## src/an_cw_pkg.sv

```systemverilog
package an_cw_pkg;

	// ----------------------------------------------------------------
	// Register map
	// ----------------------------------------------------------------
	localparam logic [3:0] ADDR_ADVERT = 4'h4;
	localparam logic [3:0] ADDR_PARTNER = 4'h5;
	localparam int REG_ADDR_W = 4;
	localparam int DATA_W = 32;

	// ----------------------------------------------------------------
	// Media mode field values
	// ----------------------------------------------------------------
	localparam logic [1:0] MODE_1000BASEX = 2'h1;
	localparam logic [1:0] MODE_SGMII_SYS = 2'h2;
	localparam logic [1:0] MODE_SGMII_MEDIA = 2'h3;

	// ----------------------------------------------------------------
	// Field positions and constants
	// ----------------------------------------------------------------
	localparam int BIT_LINK = 15;
	localparam int BIT_ACK = 14;
	localparam int BIT_DUPLEX = 12;
	localparam int BIT_TX_PAUSE = 9;
	localparam int BIT_RX_PAUSE = 8;
	localparam int BIT_MEDIA = 7;
	localparam logic [6:0] ADV_LOW_BITS = 7'h01;
	localparam logic [15:0] MEDIA_ADVERT_VALUE = 16'h0001;
	localparam logic [15:0] PARTNER_RESET = 16'h0000;
	localparam int READ_LATENCY = 1;

	// ----------------------------------------------------------------
	// Carriers
	// ----------------------------------------------------------------
	typedef struct packed {
		logic link_up;
		logic full_duplex;
		logic [1:0] speed;
		logic tx_pause;
		logic rx_pause;
		logic fiber_media;
	} copper_status_t;

	typedef struct packed {
		logic [15:0] code_word;
		logic page_valid;
		logic link_down;
	} rx_page_t;

	typedef enum logic [1:0] {
		BUS_IDLE,
		BUS_ANSWER
	} bus_state_t;

endpackage

```

## src/fiber_autoneg_codeword_regs.sv

```systemverilog
// Added by the designer: the Avalon-MM slave port.
`timescale 1ns/10ps
module fiber_autoneg_codeword_regs
	import an_cw_pkg::*;
(
	input wire logic clk,
	input wire logic arst_n,
	input wire logic clk_en,
	input wire logic [1:0] media_mode,
	input wire logic pause_media_report_en,
	input wire copper_status_t copper_status,
	input wire rx_page_t rx_page,
	input wire logic [REG_ADDR_W-1:0] avs_address,
	input wire logic avs_read,
	input wire logic avs_write,
	input wire logic [DATA_W-1:0] avs_writedata,
	input wire logic [3:0] avs_byteenable,
	output logic [DATA_W-1:0] avs_readdata,
	output logic avs_waitrequest,
	output logic [1:0] avs_response
);

	// ----------------------------------------------------------------
	// State
	// ----------------------------------------------------------------
	typedef struct packed {
		bus_state_t bus;
		logic [DATA_W-1:0] rdata;
		logic [1:0] resp;
	} top_state_t;

	top_state_t state_reg;
	top_state_t state_next;
	logic [15:0] partner_word;
	logic [15:0] advert_word;
	logic [15:0] load_mask;
	logic partner_load;
	logic partner_clear;

	// ----------------------------------------------------------------
	// Advertisement view
	// ----------------------------------------------------------------
	function automatic logic [15:0] sys_advert(input copper_status_t s, input logic en);
		logic [15:0] w;
		w = 16'h0000;
		w[BIT_LINK] = s.link_up;
		w[BIT_DUPLEX] = s.full_duplex;
		w[11:10] = s.speed;
		w[BIT_TX_PAUSE] = s.tx_pause & en;
		w[BIT_RX_PAUSE] = s.rx_pause & en;
		w[BIT_MEDIA] = s.fiber_media & en;
		w[6:0] = ADV_LOW_BITS;
		return w;
	endfunction

	always_comb begin
		case (media_mode)
			MODE_SGMII_SYS: advert_word = sys_advert(copper_status, pause_media_report_en);
			MODE_SGMII_MEDIA: advert_word = MEDIA_ADVERT_VALUE;
			default: advert_word = 16'h0000;
		endcase
	end

	// ----------------------------------------------------------------
	// Partner ability capture
	// ----------------------------------------------------------------
	// The layout follows the mode: all bits in 1000BASE-X, acknowledge only in system mode.
	always_comb begin
		case (media_mode)
			MODE_1000BASEX: load_mask = 16'hffff;
			MODE_SGMII_SYS: load_mask = 16'h4000;
			default: load_mask = 16'h0000;
		endcase
	end

	assign partner_clear = rx_page.link_down;
	// Only the two documented layouts capture; other modes must leave the word untouched.
	assign partner_load = rx_page.page_valid && (load_mask != 16'h0000);

	partner_capture #(
		.WIDTH(16)
	) u_capture (
		.clk(clk),
		.arst_n(arst_n),
		.clk_en(clk_en),
		.clear(partner_clear),
		.load(partner_load),
		.load_mask(load_mask),
		.load_data(rx_page.code_word),
		.q(partner_word)
	);

	// ----------------------------------------------------------------
	// Avalon-MM slave
	// ----------------------------------------------------------------
	// Every access stalls exactly one cycle; writes are acknowledged but change nothing.
	always_comb begin
		state_next = state_reg;
		case (state_reg.bus)
			BUS_IDLE: begin
				if (avs_read || avs_write) begin
					state_next.bus = BUS_ANSWER;
					state_next.rdata = '0;
					state_next.resp = 2'h0;
					if (avs_read) begin
						case (avs_address)
							ADDR_ADVERT: state_next.rdata = {16'h0000, advert_word};
							ADDR_PARTNER: state_next.rdata = {16'h0000, partner_word};
							default: state_next.resp = 2'h2;
						endcase
					end else if (avs_address != ADDR_ADVERT && avs_address != ADDR_PARTNER) begin
						state_next.resp = 2'h2;
					end
				end
			end
			BUS_ANSWER: begin
				state_next.bus = BUS_IDLE;
			end
			default: begin
				state_next.bus = BUS_IDLE;
			end
		endcase
	end

	always_ff @(posedge clk or negedge arst_n) begin
		if (!arst_n) begin
			state_reg <= '{bus: BUS_IDLE, rdata: '0, resp: 2'h0};
		end else if (clk_en) begin
			state_reg <= state_next;
		end
	end

	assign avs_waitrequest = (avs_read || avs_write) && (state_reg.bus != BUS_ANSWER);
	assign avs_readdata = state_reg.rdata;
	assign avs_response = state_reg.resp;

	// ----------------------------------------------------------------
	// Checks
	// ----------------------------------------------------------------
	property p_link_bit;
		@(posedge clk) disable iff (!arst_n)
		(media_mode == MODE_SGMII_SYS) |-> advert_word[BIT_LINK] == copper_status.link_up;
	endproperty
	a_link_bit: assert property (p_link_bit) else $error("link bit wrong");

	property p_speed_duplex;
		@(posedge clk) disable iff (!arst_n)
		(media_mode == MODE_SGMII_SYS) |->
			advert_word[12:10] == {copper_status.full_duplex, copper_status.speed};
	endproperty
	a_speed_duplex: assert property (p_speed_duplex) else $error("speed or duplex wrong");

	property p_pause_forced;
		@(posedge clk) disable iff (!arst_n)
		(media_mode == MODE_SGMII_SYS && !pause_media_report_en) |-> advert_word[9:7] == 3'h0;
	endproperty
	a_pause_forced: assert property (p_pause_forced) else $error("pause not forced");

	property p_sys_const;
		@(posedge clk) disable iff (!arst_n)
		(media_mode == MODE_SGMII_SYS) |->
			advert_word[14:13] == 2'h0 && advert_word[6:0] == ADV_LOW_BITS;
	endproperty
	a_sys_const: assert property (p_sys_const) else $error("fixed bits wrong");

	property p_media_const;
		@(posedge clk) disable iff (!arst_n)
		(media_mode == MODE_SGMII_MEDIA) |-> advert_word == MEDIA_ADVERT_VALUE;
	endproperty
	a_media_const: assert property (p_media_const) else $error("media advert not 0x0001");

	property p_clear_on_loss;
		@(posedge clk) disable iff (!arst_n)
		(clk_en && rx_page.link_down) |=> partner_word == 16'h0000;
	endproperty
	a_clear_on_loss: assert property (p_clear_on_loss) else $error("partner not cleared");

	property p_load_basex;
		logic [15:0] cw;
		@(posedge clk) disable iff (!arst_n)
		(clk_en && rx_page.page_valid && !rx_page.link_down && media_mode == MODE_1000BASEX,
			cw = rx_page.code_word) |=> partner_word == cw;
	endproperty
	a_load_basex: assert property (p_load_basex) else $error("page not captured");

	property p_sys_ack_only;
		@(posedge clk) disable iff (!arst_n)
		(clk_en && rx_page.page_valid && !rx_page.link_down && media_mode == MODE_SGMII_SYS) |=>
			partner_word == {1'b0, $past(rx_page.code_word[BIT_ACK]), 14'h0000};
	endproperty
	a_sys_ack_only: assert property (p_sys_ack_only) else $error("system capture wrong");

	property p_write_ignored;
		@(posedge clk) disable iff (!arst_n)
		(clk_en && avs_write && !rx_page.page_valid && !rx_page.link_down) |=> $stable(partner_word);
	endproperty
	a_write_ignored: assert property (p_write_ignored) else $error("write altered partner");

	property p_one_wait;
		@(posedge clk) disable iff (!arst_n)
		(clk_en && avs_read && state_reg.bus == BUS_IDLE) |-> avs_waitrequest;
	endproperty
	a_one_wait: assert property (p_one_wait) else $error("no wait on first cycle");

	logic page_basex;
	assign page_basex = clk_en && rx_page.page_valid && !rx_page.link_down &&
		media_mode == MODE_1000BASEX;

	property p_duplex_bit;
		@(posedge clk) disable iff (!arst_n)
		(media_mode == MODE_SGMII_SYS) |-> advert_word[BIT_DUPLEX] == copper_status.full_duplex;
	endproperty
	a_duplex_bit: assert property (p_duplex_bit) else $error("duplex bit wrong");

	property p_speed_code;
		@(posedge clk) disable iff (!arst_n)
		(media_mode == MODE_SGMII_SYS) |-> advert_word[11:10] == copper_status.speed;
	endproperty
	a_speed_code: assert property (p_speed_code) else $error("speed code wrong");

	property p_tx_pause;
		@(posedge clk) disable iff (!arst_n)
		(media_mode == MODE_SGMII_SYS && pause_media_report_en) |-> advert_word[9] == copper_status.tx_pause;
	endproperty
	a_tx_pause: assert property (p_tx_pause) else $error("transmit pause wrong");

	property p_rx_pause;
		@(posedge clk) disable iff (!arst_n)
		(media_mode == MODE_SGMII_SYS && pause_media_report_en) |-> advert_word[8] == copper_status.rx_pause;
	endproperty
	a_rx_pause: assert property (p_rx_pause) else $error("receive pause wrong");

	property p_media_type;
		@(posedge clk) disable iff (!arst_n)
		(media_mode == MODE_SGMII_SYS && pause_media_report_en) |-> advert_word[7] == copper_status.fiber_media;
	endproperty
	a_media_type: assert property (p_media_type) else $error("media type bit wrong");

	property p_other_mode_advert;
		@(posedge clk) disable iff (!arst_n)
		(media_mode == 2'h0) |-> advert_word == 16'h0000;
	endproperty
	a_other_mode_advert: assert property (p_other_mode_advert) else $error("mode 00 advert");

	property p_next_page_bit;
		@(posedge clk) disable iff (!arst_n)
		page_basex |=> partner_word[15] == $past(rx_page.code_word[15]);
	endproperty
	a_next_page_bit: assert property (p_next_page_bit) else $error("next page bit wrong");

	property p_ack_bit;
		@(posedge clk) disable iff (!arst_n)
		page_basex |=> partner_word[14] == $past(rx_page.code_word[14]);
	endproperty
	a_ack_bit: assert property (p_ack_bit) else $error("acknowledge bit wrong");

	property p_fault_code;
		@(posedge clk) disable iff (!arst_n)
		page_basex |=> partner_word[13:12] == $past(rx_page.code_word[13:12]);
	endproperty
	a_fault_code: assert property (p_fault_code) else $error("remote fault wrong");

	property p_pause_code;
		@(posedge clk) disable iff (!arst_n)
		page_basex |=> partner_word[8:7] == $past(rx_page.code_word[8:7]);
	endproperty
	a_pause_code: assert property (p_pause_code) else $error("pause code wrong");

	property p_half_bit;
		@(posedge clk) disable iff (!arst_n)
		page_basex |=> partner_word[6] == $past(rx_page.code_word[6]);
	endproperty
	a_half_bit: assert property (p_half_bit) else $error("half duplex bit wrong");

	property p_full_bit;
		@(posedge clk) disable iff (!arst_n)
		page_basex |=> partner_word[5] == $past(rx_page.code_word[5]);
	endproperty
	a_full_bit: assert property (p_full_bit) else $error("full duplex bit wrong");

	property p_reserved_capture;
		@(posedge clk) disable iff (!arst_n)
		page_basex |=> partner_word[11:9] == $past(rx_page.code_word[11:9]);
	endproperty
	a_reserved_capture: assert property (p_reserved_capture) else $error("bits 11:9 wrong");

	property p_low_capture;
		@(posedge clk) disable iff (!arst_n)
		page_basex |=> partner_word[4:0] == $past(rx_page.code_word[4:0]);
	endproperty
	a_low_capture: assert property (p_low_capture) else $error("bits 4:0 wrong");

	property p_hold_between;
		@(posedge clk) disable iff (!arst_n)
		(clk_en && !rx_page.page_valid && !rx_page.link_down) |=> $stable(partner_word);
	endproperty
	a_hold_between: assert property (p_hold_between) else $error("partner word drifted");

	property p_no_capture_other;
		@(posedge clk) disable iff (!arst_n)
		(clk_en && rx_page.page_valid && !rx_page.link_down && media_mode != MODE_1000BASEX &&
			media_mode != MODE_SGMII_SYS) |=> $stable(partner_word);
	endproperty
	a_no_capture_other: assert property (p_no_capture_other) else $error("captured in other mode");

	property p_read_advert;
		@(posedge clk) disable iff (!arst_n)
		(clk_en && avs_read && state_reg.bus == BUS_IDLE && avs_address == ADDR_ADVERT) |=>
			avs_readdata == {16'h0000, $past(advert_word)};
	endproperty
	a_read_advert: assert property (p_read_advert) else $error("advert read data wrong");

	property p_read_partner;
		@(posedge clk) disable iff (!arst_n)
		(clk_en && avs_read && state_reg.bus == BUS_IDLE && avs_address == ADDR_PARTNER) |=>
			avs_readdata == {16'h0000, $past(partner_word)};
	endproperty
	a_read_partner: assert property (p_read_partner) else $error("partner read data wrong");

	property p_upper_zero;
		@(posedge clk) disable iff (!arst_n)
		avs_readdata[31:16] == 16'h0000;
	endproperty
	a_upper_zero: assert property (p_upper_zero) else $error("upper read bits set");

	property p_unmapped_err;
		@(posedge clk) disable iff (!arst_n)
		(clk_en && (avs_read || avs_write) && state_reg.bus == BUS_IDLE &&
			avs_address != ADDR_ADVERT && avs_address != ADDR_PARTNER) |=> avs_response == 2'h2;
	endproperty
	a_unmapped_err: assert property (p_unmapped_err) else $error("unmapped not refused");

	property p_answer_once;
		@(posedge clk) disable iff (!arst_n)
		(clk_en && state_reg.bus == BUS_ANSWER) |=> state_reg.bus == BUS_IDLE;
	endproperty
	a_answer_once: assert property (p_answer_once) else $error("answer held too long");

endmodule

```

## src/partner_capture.sv

```systemverilog
`timescale 1ns/10ps
module partner_capture
	import an_cw_pkg::*;
#(
	parameter int WIDTH = 16
) (
	input wire logic clk,
	input wire logic arst_n,
	input wire logic clk_en,
	input wire logic clear,
	input wire logic load,
	input wire logic [WIDTH-1:0] load_mask,
	input wire logic [WIDTH-1:0] load_data,
	output logic [WIDTH-1:0] q
);

	typedef struct packed {
		logic [WIDTH-1:0] word;
	} cap_state_t;

	cap_state_t state_reg;
	cap_state_t state_next;

	initial begin
		if (WIDTH != 16) begin
			$error("partner_capture supports only a 16-bit word");
		end
	end

	// Link loss outranks a page arriving in the same cycle, so a stale page never survives.
	always_comb begin
		state_next = state_reg;
		if (clear) begin
			state_next.word = '0;
		end else if (load) begin
			state_next.word = load_data & load_mask;
		end
	end

	always_ff @(posedge clk or negedge arst_n) begin
		if (!arst_n) begin
			state_reg <= '0;
		end else if (clk_en) begin
			state_reg <= state_next;
		end
	end

	assign q = state_reg.word;

endmodule
```

## config.mk

```make
export PLATFORM = sky130hd
export DESIGN_NAME = fiber_autoneg_codeword_regs
export DESIGN_NICKNAME = d
export VERILOG_FILES = /design/src/an_cw_pkg.sv /design/src/fiber_autoneg_codeword_regs.sv /design/src/partner_capture.sv
export SDC_FILE = /design/constraint.sdc
export NUM_CORES = 1
export LEC_CHECK = 0
export ABC_AREA = 1
export BUFFER_PORTS_ARGS = -buffer_cell sky130_fd_sc_hd__buf_2
export CORE_MARGIN = 3
export CORE_UTILIZATION = 38
export DETAILED_ROUTE_END_ITERATION = 12
export HOLD_SLACK_MARGIN = 0.15
export MAX_ROUTING_LAYER = met4
export PLACE_DENSITY = 0.7
export SKIP_CTS_REPAIR_TIMING = 1
export SYNTH_ARGS = -nofsm -noshare
export SYNTH_HDL_FRONTEND = slang
export SYNTH_SLANG_ARGS = --single-unit
export TNS_END_PERCENT = 30
```

## constraint.sdc

```tcl
create_clock -name clk -period 2.4 [get_ports clk]
set_input_delay 0.12 -clock clk [delete_from_list [all_inputs] [get_ports clk]]
set_output_delay 0.12 -clock clk [all_outputs]
set_load 0.02 [all_outputs]
```

Yosys cells after proc, flatten, opt, wreduce, memory -nomap -nowiden:

Cells that the tools add are included.

* flip-flop bits (word level): 52
* input port bits: 73
* output and inout port bits: 35
* word-level logic and storage cells: 39

* eq/ne operators: 9
* multiplexer cells: 11
* bitwise logic cells: 4
* reductions and logical operators: 11

Operator list (count)
* $pmux 16 s2: 3
* $mux 36: 1
* $mux 16: 2
* $mux 32: 1
* $and 16x16->16: 1
* $reduce_bool 16->1: 1
* $eq 4x3->1 const B: 2
* $mux 2: 4
* $ne 4x3->1 const B: 2
* $eq 2x2->1 const B: 2
* $reduce_and 2->1: 2
* $and 1x1->1: 3
* $logic_and 1x1->1: 3
* $reduce_and 3->1: 1
* $eq 2x1->1 const B: 1
* $logic_not 2->1: 1
* $ne 2x1->1 const B: 1
* $ne 2x2->1 const B: 1
* $reduce_bool 2->1: 1
* $reduce_or 2->1: 1
* $logic_or 1x1->1: 1

Longest topological paths before layout:

Gate-level depths: netlist of the first run.

* word-level depth: 6
* depth in mapped cells: 9
* depth with buffers taken out: 8

By module:

Synthesis of the first run repeated with hierarchy kept, for this count alone.

* cell total of the unflattened synthesis: 274
* area total of the unflattened synthesis: 2069.5 µm²

By module, submodules not included
* fiber_autoneg_codeword_regs: instances 1, cells each 170, area each 1290.0 µm², seq. area each 450.4 µm²
* partner_capture: instances 1, cells each 104, area each 779.5 µm², seq. area each 400.4 µm²

Worst setup path before layout of the first run:

OpenSTA, ideal clock, no wires.

* path type: register -> register
* start point: register state_reg[34] in the netlist's numbering
* end point: register state_reg, in the netlist avs_readdata[13]
* library setup time: 0.085 ns
* arrival time: 1.013 ns
* required time: 2.315 ns
* setup slack: 1.302 ns
* stages on the path, launching flop included: 4
* path buffers: 0
* clock period less this slack: 1.098 ns
* cell sequence: dfrtp_1 > nor2_2 > nand3_1 > o21ai_0

* longest elaborated chain between the ends: 2

RTL lines
* start: declaration: RTL line fiber_autoneg_codeword_regs.sv:32 `top_state_t state_reg;`
* start signal: assignment: RTL line fiber_autoneg_codeword_regs.sv:127 `state_reg <= '{bus: BUS_IDLE, rdata: '0, resp: 2'h0};`
* start signal: assignment: RTL line fiber_autoneg_codeword_regs.sv:129 `state_reg <= state_next;`
* $logic_not 2->1: RTL line fiber_autoneg_codeword_regs.sv:99 `case (state_reg.bus)`
* $reduce_and 3->1 (no source line)

No other way between the ends.
A chain may end at the register's enable or synchronous reset.

Final worst setup path of the first run:

* start point: input clk_en
* end point: register u_capture.state_reg, in the netlist u_capture.q[11]

* longest elaborated chain between the ends: 1

RTL lines
* start: declaration: RTL line fiber_autoneg_codeword_regs.sv:8 `input wire logic clk_en,`
* $reduce_and 2->1 (no source line)
* end signal: assignment: RTL line partner_capture.sv:44 `state_reg <= state_next;`
* end: declaration: RTL line partner_capture.sv:21 `cap_state_t state_reg;`

No other way between the ends.

==> impl_metrics.py, run 1 <==
metrics = {
    "die": {
        "fp-row-count": 25,
        "fp.dieW_um": 77.2,
        "start_util_pct": 39.9,
        "boundaryPins": 108,
        "core_area_mm2": 0.00482,
        "die_area_mm2": 0.00595,
        "dieHeight_um": 77.2,
    },
    "power_and_ir_drop": {
        "cellPowerDensity_mw_per_mm2": 565,
        "total_switching_power_uw": 337,
        "p_comb_share_pct": 15.0,
        "leakage_power_total_nw": 1.24,
        "power_frac_clock_pct": 38.5,
        "cell_internal_pwr_uw": 971,
        "vdd.ir_drop.worst_uv": 279,
        "finalPower_mw": 1.31,
        "p_seq_share_pct": 46.5,
        "power_switching_share_pct": 25.7,
    },
    "clocking": {
        "cts_htree_levels": 2,
        "tritoncts.num_buffers": 5,
        "cts-root-buf": "sky130_fd_sc_hd__clkbuf_8",
        "clkSlewWorstSetupHoldPaths_ps": 70,
        "cts_num_sinks": 34,
        "clk_latency_ps": 280,
        "cts_tree": "built",
        "cts-root-to-sink-buffers": 2,
    },
    "synthesis": {
        "postSynthRegisterBits": 34,
        "synth_area_leader_cell": "sky130_fd_sc_hd__dfrtp_1",
        "synth_warnings": 0,
        "synthesis.area_mm2": 0.00192,
        "synth_top_area_share_pct": 44.2,
        "synth.top_cells.by_area": "sky130_fd_sc_hd__dfrtp_1 44%, sky130_fd_sc_hd__nand2_1 16%, sky130_fd_sc_hd__buf_4 13%",
        "syn-mean-instance-area_um2": 7.95,
        "synthesized_netlist_cell_count": 242,
        "post_synth_num_cell_types": 18,
        "synth_sequential_area_ratio_pct": 44.2,
    },
    "worst_setup_path": {
        "cpMaxStageDelayCell": "sky130_fd_sc_hd__dlygate4sd3_1",
        "crit_chain": "dlygate4sd3_1 > buf_2 > nand2_1 > o21ai_0",
        "arrival_time_reported_for_the_critical_path_endpoint_ps": 1680,
        "path_class": "in2reg",
        "crit_path_start_kind": "input port",
        "crit_path_max_fanout": 32,
        "timing.critical_path.to_type": "register",
        "crit_buf_inv": 2,
        "required_ps": 2580,
        "critical_path.max_stage_delay_ps": 510,
        "timing.critical_path.max_delay_family": "buffers and inverters",
    },
    "layout": {
        "drive_gt1_share_pct": 23.3,
        "finalNetCount": 371,
        "n_antenna_cell": 0,
        "final_cell_mix": "82 x sky130_fd_sc_hd__nand2_1, 54 x sky130_fd_sc_hd__buf_2, 34 x sky130_fd_sc_hd__dfrtp_1",
        "layout.core_utilization_pct": 48.1,
        "multiInputGateArea_um2": 758,
        "nFillCells": 522,
        "final-seq-area_um2": 851,
        "layout_commonest_cell": "sky130_fd_sc_hd__nand2_1",
        "area_grow_syn2layout_pct": 20.4,
    },
    "sta": {
        "slew-limit-headroom_pct": 44.7,
        "finalHoldViolCount": 0,
        "final_min_period_over_clock_period_pct": 62.4,
        "rsz0062_at_grt": "false",
        "slew_violations": 0,
        "final.setup.worst_slack_ps": 902,
        "finalSetupViolations": 0,
        "final.min_clock_period_ps": 1500,
        "clock_skew_ps": 5.64,
        "timing.setup.tns_ps": 0,
        "worstMarginPinSlew_ps": 827,
        "max_freq_ghz": 0.668,
    },
    "detailed_routing": {
        "routed_via_density": 4.25,
        "drc": 0,
        "first_pass_iters": 4,
        "antenna_violating_nets_left": 0,
        "drt-wirelength-per-cell_um": 10.6,
        "dr.first_iter.drc_count": 76,
        "drt_wl_total_um": 3840,
        "via_count": 1541,
    },
    "grt": {
        "grt_start_max_net_pins": 35,
        "gr-usage-all-layers_pct": 13.8,
        "grt_pass1_vias": 1418,
        "grt_first_pass_wirelength_um": 6440,
        "initial_antenna_violation_count": 0,
        "global_route.overflow_total": 0,
    },
    "min_path": {
        "min-delay-path-class": "in2reg",
    },
    "place": {
        "finalWeightedCongestion": 0.795,
        "port-buffer-count": 54,
        "place.detailed.hpwl_um": 2870,
        "pre_cts_ws_ps": 723,
    },
    "outcome": {
        "outcome": "complete, no violations",
    },
    "job": {
        "timing.max_cap.violations": 0,
    },
}
final timing paths:
| check | depth (start not counted) | end | slack (ps) | from |
|---|---|---|---|---|
| setup / recovery | 4 | u_capture.q[11] | 900 | clk_en |
| hold / removal | 3 | avs_response[1] | 170 | avs_address[3] |
| setup reg to reg | 5 | avs_readdata[9] | 1020 | state_reg[34] |
| hold reg to reg | 2 | avs_readdata[8] | 480 | avs_readdata[8] |
| max in group asynchronous | 2 | avs_readdata[0] | 1490 | arst_n |
| min in group asynchronous | 2 | avs_readdata[12] | 440 | arst_n |
routing by layer:
metal / up-vias / GRT usage [%] / share of wire (%) / wire length [um]
met5: - / - / 0 / 0
met4: 0 / 5.87 / 1.5 / 58
met3: 4 / 3.17 / 7.5 / 290
met2: 56 / 20.4 / 46 / 1750
met1: 661 / 18.3 / 45 / 1740
li1: 820 / - / - / -
area by class of cell:
cell class                      count  share of cell area (%)
Sequential cell                    34                    36.7
Clock buffer                        5                    2.97
Inverter                           15                    2.43
Clock inverter                      3                    1.73
Timing Repair Buffer               73                    19.8
Multi-Input combinational cell    166                    32.7
Tap cell                           67                    3.62
kinds of logic (layout without fill, tap and decap cells):
kind of cell / after synthesis / after routing / share of synthesized area [%]
compound gates: 26 / 26 / 6.96
fa+ha+maj: 3 / 3 / 1.95
buf+inv: 58 / 96 / 19.5
flops: 34 / 34 / 44.2
other cells: 1 / 17 / 0.195
simple gates: 120 / 120 / 27.2
worst register-to-register path: cells and delay by family (launching register included):
kind | cells | cell delay [ps]
buf+inv | 1 | 70
flops | 1 | 390
simple gates | 4 | 850
synthesized netlist by cell type:
cell type and n:
sky130_fd_sc_hd__ha_1 3, sky130_fd_sc_hd__buf_2 5, sky130_fd_sc_hd__nor2_1 5, sky130_fd_sc_hd__o21ai_1 6, sky130_fd_sc_hd__nand3b_1 4, sky130_fd_sc_hd__o21ai_0 19, sky130_fd_sc_hd__nor2_2 2, sky130_fd_sc_hd__nand2_1 82
sky130_fd_sc_hd__conb_1 1, sky130_fd_sc_hd__clkbuf_2 1, sky130_fd_sc_hd__nor2_4 3, sky130_fd_sc_hd__buf_4 34, sky130_fd_sc_hd__o21ai_2 1, sky130_fd_sc_hd__nand3_1 23, sky130_fd_sc_hd__nor3_1 1, sky130_fd_sc_hd__inv_1 15
sky130_fd_sc_hd__buf_6 3, sky130_fd_sc_hd__dfrtp_1 34
power groups by stage:
| stage | Combinational [mW] | Sequential (mW) | Clock (mW) |
|---|---|---|---|
| after floorplan | 0.146 | 0.614 | 0 |
| after global placement | 0.174 | 0.618 | 0 |
| after detailed placement | 0.176 | 0.619 | 0 |
| after CTS | 0.177 | 0.608 | 0.514 |
| after global routing | 0.222 | 0.610 | 0.538 |
| final | 0.196 | 0.608 | 0.503 |
through the flow:
step	area [um2]	hold WS [ps]	std cells
2_1_floorplan	1980	-176	258
3_3_place_gp	2030	232	337
3_5_place_dp	2030	231	337
4_1_cts	2140	-74.4	345
5_1_grt	2320	190	363
6_report	2320	165	363
Power figures use the tool's default switching activity.
==> run 2: changes to the inputs <==
- clock period: 2.4 -> 1.4 ns (I/O delays scaled with it)
==> impl_metrics.py, run 2 (synthesis gave the netlist of run 1 again) <==
metrics = {
    "sta": {
        "finalSetupViolations": 0,
        "timing.setup.tns_ps": 0,
        "max_freq_ghz": 0.870,
        "slew-limit-headroom_pct": 65.5,
        "final_min_period_over_clock_period_pct": 82.1,
        "final.min_clock_period_ps": 1150,
        "worstMarginPinSlew_ps": 516,
        "finalHoldViolCount": 0,
        "rsz0062_at_grt": "false",
        "slew_violations": 0,
        "clock_skew_ps": 4.58,
    },
    "power_and_ir_drop": {
        "vdd.ir_drop.worst_uv": 322,
        "leakage_power_total_nw": 1.25,
        "cellPowerDensity_mw_per_mm2": 893,
        "finalPower_mw": 2.10,
    },
    "layout": {
        "layout.core_utilization_pct": 48.7,
        "multiInputGateArea_um2": 758,
        "final-seq-area_um2": 851,
        "nFillCells": 519,
        "area_grow_syn2layout_pct": 22.0,
        "layout_commonest_cell": "sky130_fd_sc_hd__nand2_1",
        "finalInstanceArea_mm2": 0.00235,
        "final_cell_mix": "82 x sky130_fd_sc_hd__nand2_1, 54 x sky130_fd_sc_hd__buf_2, 34 x sky130_fd_sc_hd__dfrtp_1",
        "n_antenna_cell": 0,
        "finalNetCount": 375,
        "drive_gt1_share_pct": 23.5,
    },
    "die": {
        "die_area_mm2": 0.00595,
        "start_util_pct": 39.9,
        "boundaryPins": 108,
        "dieHeight_um": 77.2,
        "fp-row-count": 25,
        "fp.dieW_um": 77.2,
        "core_area_mm2": 0.00482,
    },
    "worst_setup_path": {
        "setup.reg_to_reg.worst_slack_ps": 270,
        "reg2regPathDepth": 5,
        "arrival_time_reported_for_the_critical_path_endpoint_ps": 1360,
        "required_ps": 1610,
        "timing.critical_path.to_type": "register",
        "crit_path_start": "clk_en",
        "path_class": "in2reg",
        "crit_path_start_kind": "input port",
        "crit_path_max_fanout": 8,
        "crit-reg2reg-capture": "avs_readdata[8]",
        "rr_startpoint": "state_reg[34]",
    },
    "clocking": {
        "cts_tree": "built",
        "cts_num_sinks": 34,
        "cts-root-to-sink-buffers": 2,
        "cts-root-buf": "sky130_fd_sc_hd__clkbuf_8",
        "clk_latency_ps": 280,
        "cts_htree_levels": 2,
        "clkSlewWorstSetupHoldPaths_ps": 60,
        "tritoncts.num_buffers": 5,
    },
    "place": {
        "finalWeightedCongestion": 0.803,
        "port-buffer-count": 54,
        "place.detailed.hpwl_um": 2980,
        "placed_area_mm2": 0.00207,
    },
    "grt": {
        "grt_pass1_vias": 1498,
        "initial_antenna_violation_count": 0,
        "grt_first_pass_wirelength_um": 6800,
        "gr-usage-all-layers_pct": 14.4,
        "grt_start_max_net_pins": 33,
        "global_route.overflow_total": 0,
    },
    "detailed_routing": {
        "first_pass_iters": 4,
        "routed_via_density": 4.24,
        "dr.first_iter.drc_count": 103,
        "drt_wl_total_um": 4030,
        "via_count": 1548,
        "drt-wirelength-per-cell_um": 11.0,
        "antenna_violating_nets_left": 0,
        "drc": 0,
    },
    "job": {
        "timing.max_cap.violations": 0,
    },
    "min_path": {
        "min-delay-path-class": "in2reg",
        "hold_path.startpoint": "avs_address[1]",
        "worstHoldPathCells": 3,
        "whs_endpoint": "avs_response[1]",
    },
    "outcome": {
        "outcome": "complete, no violations",
    },
}
==> run 2: cell count changes in the layout (fill, tap and decap cells not counted), sizes merged <==
cell / before / now
buf: 55 / 58
clkinv: 2 / 0
bufinv: 1 / 0
clkbuf: 5 / 6
dlygate4sd3: 18 / 19
==> run 2: per-layer routing <==
layer	vias to the layer above	wire length [um]	GRT usage [%]
met2	55	1860	22.4
li1	821	-	-
met4	0	53	4.80
met5	-	0	-
met3	5	218	3.64
met1	667	1900	18.3
==> run 2: cell type report <==
type / count / share of cell area, %
Sequential cell: 34 / 36.2
Inverter: 15 / 2.40
Clock buffer: 6 / 3.52
Multi-Input combinational cell: 166 / 32.3
Timing Repair Buffer: 77 / 22.0
Tap cell: 67 / 3.57
==> run 2: worst max path at each step <==
stage	end	slack [ps]
CTS	avs_readdata[8]	260
detailed placement	u_capture.q[1]	170
floorplan	avs_readdata[13]	300
global route	avs_readdata[15]	150
global placement	u_capture.q[0]	220
finish	avs_readdata[8]	250
==> run 2: stage by stage <==
stage	std cells	setup WS [ps]	hold slack, ps
after CTS	346	259	-265
final	365	250	150
after global routing	365	150	176
after floorplan	258	302	-226
after detailed placement	340	173	35.5
after global placement	340	224	30.7
==> run 2: critical path: stages <==
cell,delay [ps]
sky130_fd_sc_hd__dlygate4sd3_1,520
sky130_fd_sc_hd__buf_2,150
sky130_fd_sc_hd__nand3_1,140
sky130_fd_sc_hd__nor2_2,300
sky130_fd_sc_hd__nand2_1,100
sky130_fd_sc_hd__nand2_1,80
==> run 2: where the power goes <==
group	total, mW	switching [mW]	internal [mW]	leakage (nW)
sequential	1.04	0.0217	1.02	0.467
combinational	0.362	0.221	0.141	0.744
clock	0.692	0.314	0.379	0.0431
total	2.10	0.557	1.54	1.25
==> run 3: changes to the inputs <==
- ABC_AREA: 1 -> 0
- PLACE_DENSITY: 0.7 -> 0.71
- clock period: 1.4 -> 1.2 ns (I/O delays scaled with it)
==> impl_metrics.py, run 3 <==
metrics = {
    "clocking": {
        "cts-root-to-sink-buffers": 2,
        "cts-root-buf": "sky130_fd_sc_hd__clkbuf_8",
        "tritoncts.num_buffers": 5,
        "cts_num_sinks": 34,
        "cts_htree_levels": 2,
        "cts_tree": "built",
        "clk_latency_ps": 290,
        "clkSlewWorstSetupHoldPaths_ps": 70,
    },
    "synthesis": {
        "synth_commonest_cells": "36 x sky130_fd_sc_hd__buf_4, 34 x sky130_fd_sc_hd__dfrtp_1, 18 x sky130_fd_sc_hd__inv_1, 18 x sky130_fd_sc_hd__o21ai_0",
        "synth_simple_gate_area_share_pct": 10.9,
        "syn-mean-instance-area_um2": 10.0,
        "synth.top_cells.by_area": "sky130_fd_sc_hd__dfrtp_1 45%, sky130_fd_sc_hd__buf_4 14%, sky130_fd_sc_hd__mux2i_1 7.9%",
        "yosys.cell_count.top_type": "sky130_fd_sc_hd__buf_4",
        "adder_cell_fraction_of_synth_area_pct": 1.97,
        "postSynthRegisterBits": 34,
        "synth_edf_count": 0,
        "synth_top_area_share_pct": 44.7,
        "synth_warnings": 0,
        "dominant_combinational_cell_family_by_area_after_synthesis": "buffers and inverters",
        "synthesis.area_mm2": 0.00190,
        "synth.area.mux_share_pct": 8.48,
        "post_synth_num_cell_types": 27,
        "synth_sequential_area_ratio_pct": 44.7,
        "synth-xor-area-share_pct": 0,
        "synthesized_netlist_cell_count": 190,
        "synth_compound_gate_area_share_pct": 12.7,
        "asyncSetResetFlopFracSynth_pct": 100,
        "synth_area_leader_cell": "sky130_fd_sc_hd__dfrtp_1",
        "ys_dominant_reg_cell": "sky130_fd_sc_hd__dfrtp_1",
    },
    "sta": {
        "clock_skew_ps": 7.38,
        "finalHoldViolCount": 0,
        "final.min_clock_period_ps": 1190,
        "final.setup.worst_slack_ps": 8.55,
        "slew_violations": 0,
        "finalSetupViolations": 0,
        "rsz0062_at_grt": "true",
        "max_freq_ghz": 0.839,
        "final_min_period_over_clock_period_pct": 99.3,
        "hold_ws_ps": 152,
    },
    "job": {
        "timing.max_cap.violations": 0,
    },
    "worst_setup_path": {
        "crit-reg2reg-capture": "avs_readdata[0]",
        "cpMaxStageDelayCell": "sky130_fd_sc_hd__dfrtp_1",
        "path_class": "reg2reg",
        "crit_path_start_kind": "register",
        "setup.reg_to_reg.worst_slack_ps": 9,
        "rr_startpoint": "state_reg[34]",
        "timing.critical_path.to_type": "register",
        "crit_chain": "nand2b_4 > or2_1 > buf_4 > o2bb2ai_1",
        "timing.critical_path.max_delay_family": "flip-flops",
        "critical_path.max_stage_delay_ps": 400,
        "arrival_time_reported_for_the_critical_path_endpoint_ps": 1350,
        "reg2regPathDepth": 4,
        "crit_path_max_fanout": 8,
        "required_ps": 1360,
        "crit_buf_inv": 1,
    },
    "grt": {
        "grt_pass1_vias": 1336,
        "global_route.overflow_total": 0,
        "grt_first_pass_wirelength_um": 6270,
        "grt_start_max_net_pins": 35,
        "gr-usage-all-layers_pct": 13.6,
        "initial_antenna_violation_count": 0,
    },
    "power_and_ir_drop": {
        "total_switching_power_uw": 705,
        "cellPowerDensity_mw_per_mm2": 1060,
        "power_switching_share_pct": 27.5,
        "p_comb_share_pct": 17.8,
        "cell_internal_pwr_mw": 1.86,
        "leakage_power_total_nw": 1.18,
        "vdd.ir_drop.worst_uv": 584,
        "p_seq_share_pct": 47.6,
        "power_frac_clock_pct": 34.5,
    },
    "detailed_routing": {
        "routed-wl-met3_um": 275,
        "top_layer_used": "met4",
        "drc": 0,
        "drt_wl_total_um": 4080,
        "drt-wirelength-per-cell_um": 12.6,
        "dr.first_iter.drc_count": 84,
        "antenna_violating_nets_left": 0,
        "first_pass_iters": 4,
        "met2WireLength_um": 1960,
        "drt-met1-wl_um": 1800,
        "routed_via_density": 4.54,
        "via_count": 1472,
    },
    "place": {
        "port-buffer-count": 54,
        "pre_cts_ws_ps": -96.2,
        "placed_area_mm2": 0.00209,
        "finalWeightedCongestion": 0.762,
        "place.detailed.hpwl_um": 2870,
    },
    "layout": {
        "finalInstanceArea_mm2": 0.00241,
        "final_cell_mix": "54 x sky130_fd_sc_hd__buf_2, 34 x sky130_fd_sc_hd__dfrtp_1, 22 x sky130_fd_sc_hd__dlygate4sd3_1",
        "layout_commonest_cell": "sky130_fd_sc_hd__buf_2",
        "area_grow_syn2layout_pct": 26.5,
        "nFillCells": 445,
        "drive_gt1_share_pct": 30.7,
        "n_antenna_cell": 0,
        "finalNetCount": 332,
    },
    "die": {
        "core_area_mm2": 0.00479,
        "fp.dieW_um": 76.8,
        "start_util_pct": 39.8,
        "die_area_mm2": 0.00590,
        "dieHeight_um": 76.8,
        "boundaryPins": 108,
        "fp-row-count": 25,
    },
    "outcome": {
        "outcome": "complete, no violations",
    },
    "min_path": {
        "worstHoldPathCells": 3,
        "whs_endpoint": "avs_response[1]",
        "min-delay-path-class": "in2reg",
        "hold_path.startpoint": "avs_address[3]",
    },
}
run 3: how the worst max path moves through the flow:
stage	depth (start not counted)	slack (ps)	end	startpoint
after CTS	4	10	avs_readdata[0]	state_reg[34]
after global placement	6	-50	u_capture.q[14]	media_mode[0]
after floorplan	6	-110	avs_readdata[15]	state_reg[34]
final	4	9	avs_readdata[0]	state_reg[34]
after detailed placement	7	-100	u_capture.q[13]	media_mode[0]
after global routing	4	-40	avs_readdata[0]	state_reg[34]
run 3: cell type report:
class                           count  area [um2]  share of cell area, %
Multi-Input combinational cell    110         726                   30.1
Timing Repair Buffer               87         586                   24.3
Inverter                           18        67.6                   2.81
Sequential cell                    34         851                   35.3
Tap cell                           67        83.8                   3.48
Clock inverter                      2        12.5                  0.519
Clock buffer                        6        82.6                   3.43
run 3: metal layers:
| layer | track usage, % | up-vias |
|---|---|---|
| li1 | - | 717 |
| met1 | 17.6 | 694 |
| met2 | 20.8 | 55 |
| met4 | 4.35 | 0 |
| met3 | 3.64 | 6 |
| met5 | - | - |
run 3: logic make-up (layout without fill, tap and decap cells):
logic type / after synthesis / after routing
simple gates: 38 / 38
other cells: 1 / 17
mux: 16 / 16
compound gates: 36 / 36
fa+ha+maj: 3 / 3
buf+inv: 62 / 113
flops: 34 / 34
run 3: worst register-to-register path: cells and delay by family, from the launching register on:
family                 cells  cell delay [ps]
and+or+nand+nor            2              360
buffers and inverters      1              170
AOI/OAI and AO/OA          1              130
DFF                        1              400
run 3: power by group through the flow:
stage	sequential (mW)	clock, mW	combinational [mW]
detailed placement	1.24	0	0.401
finish	1.22	0.885	0.457
global route	1.23	0.932	0.509
CTS	1.22	0.901	0.402
floorplan	1.24	0	0.308
global placement	1.24	0	0.397
run 3: through the flow:
step	util, %	std cells	power [mW]	TNS [ps]
global placement	43.7	294	1.64	-585
detailed placement	43.7	294	1.64	-1160
CTS	45.7	302	2.52	0
global route	50.3	324	2.67	-238
finish	50.3	324	2.56	0
floorplan	-	206	1.54	-1300
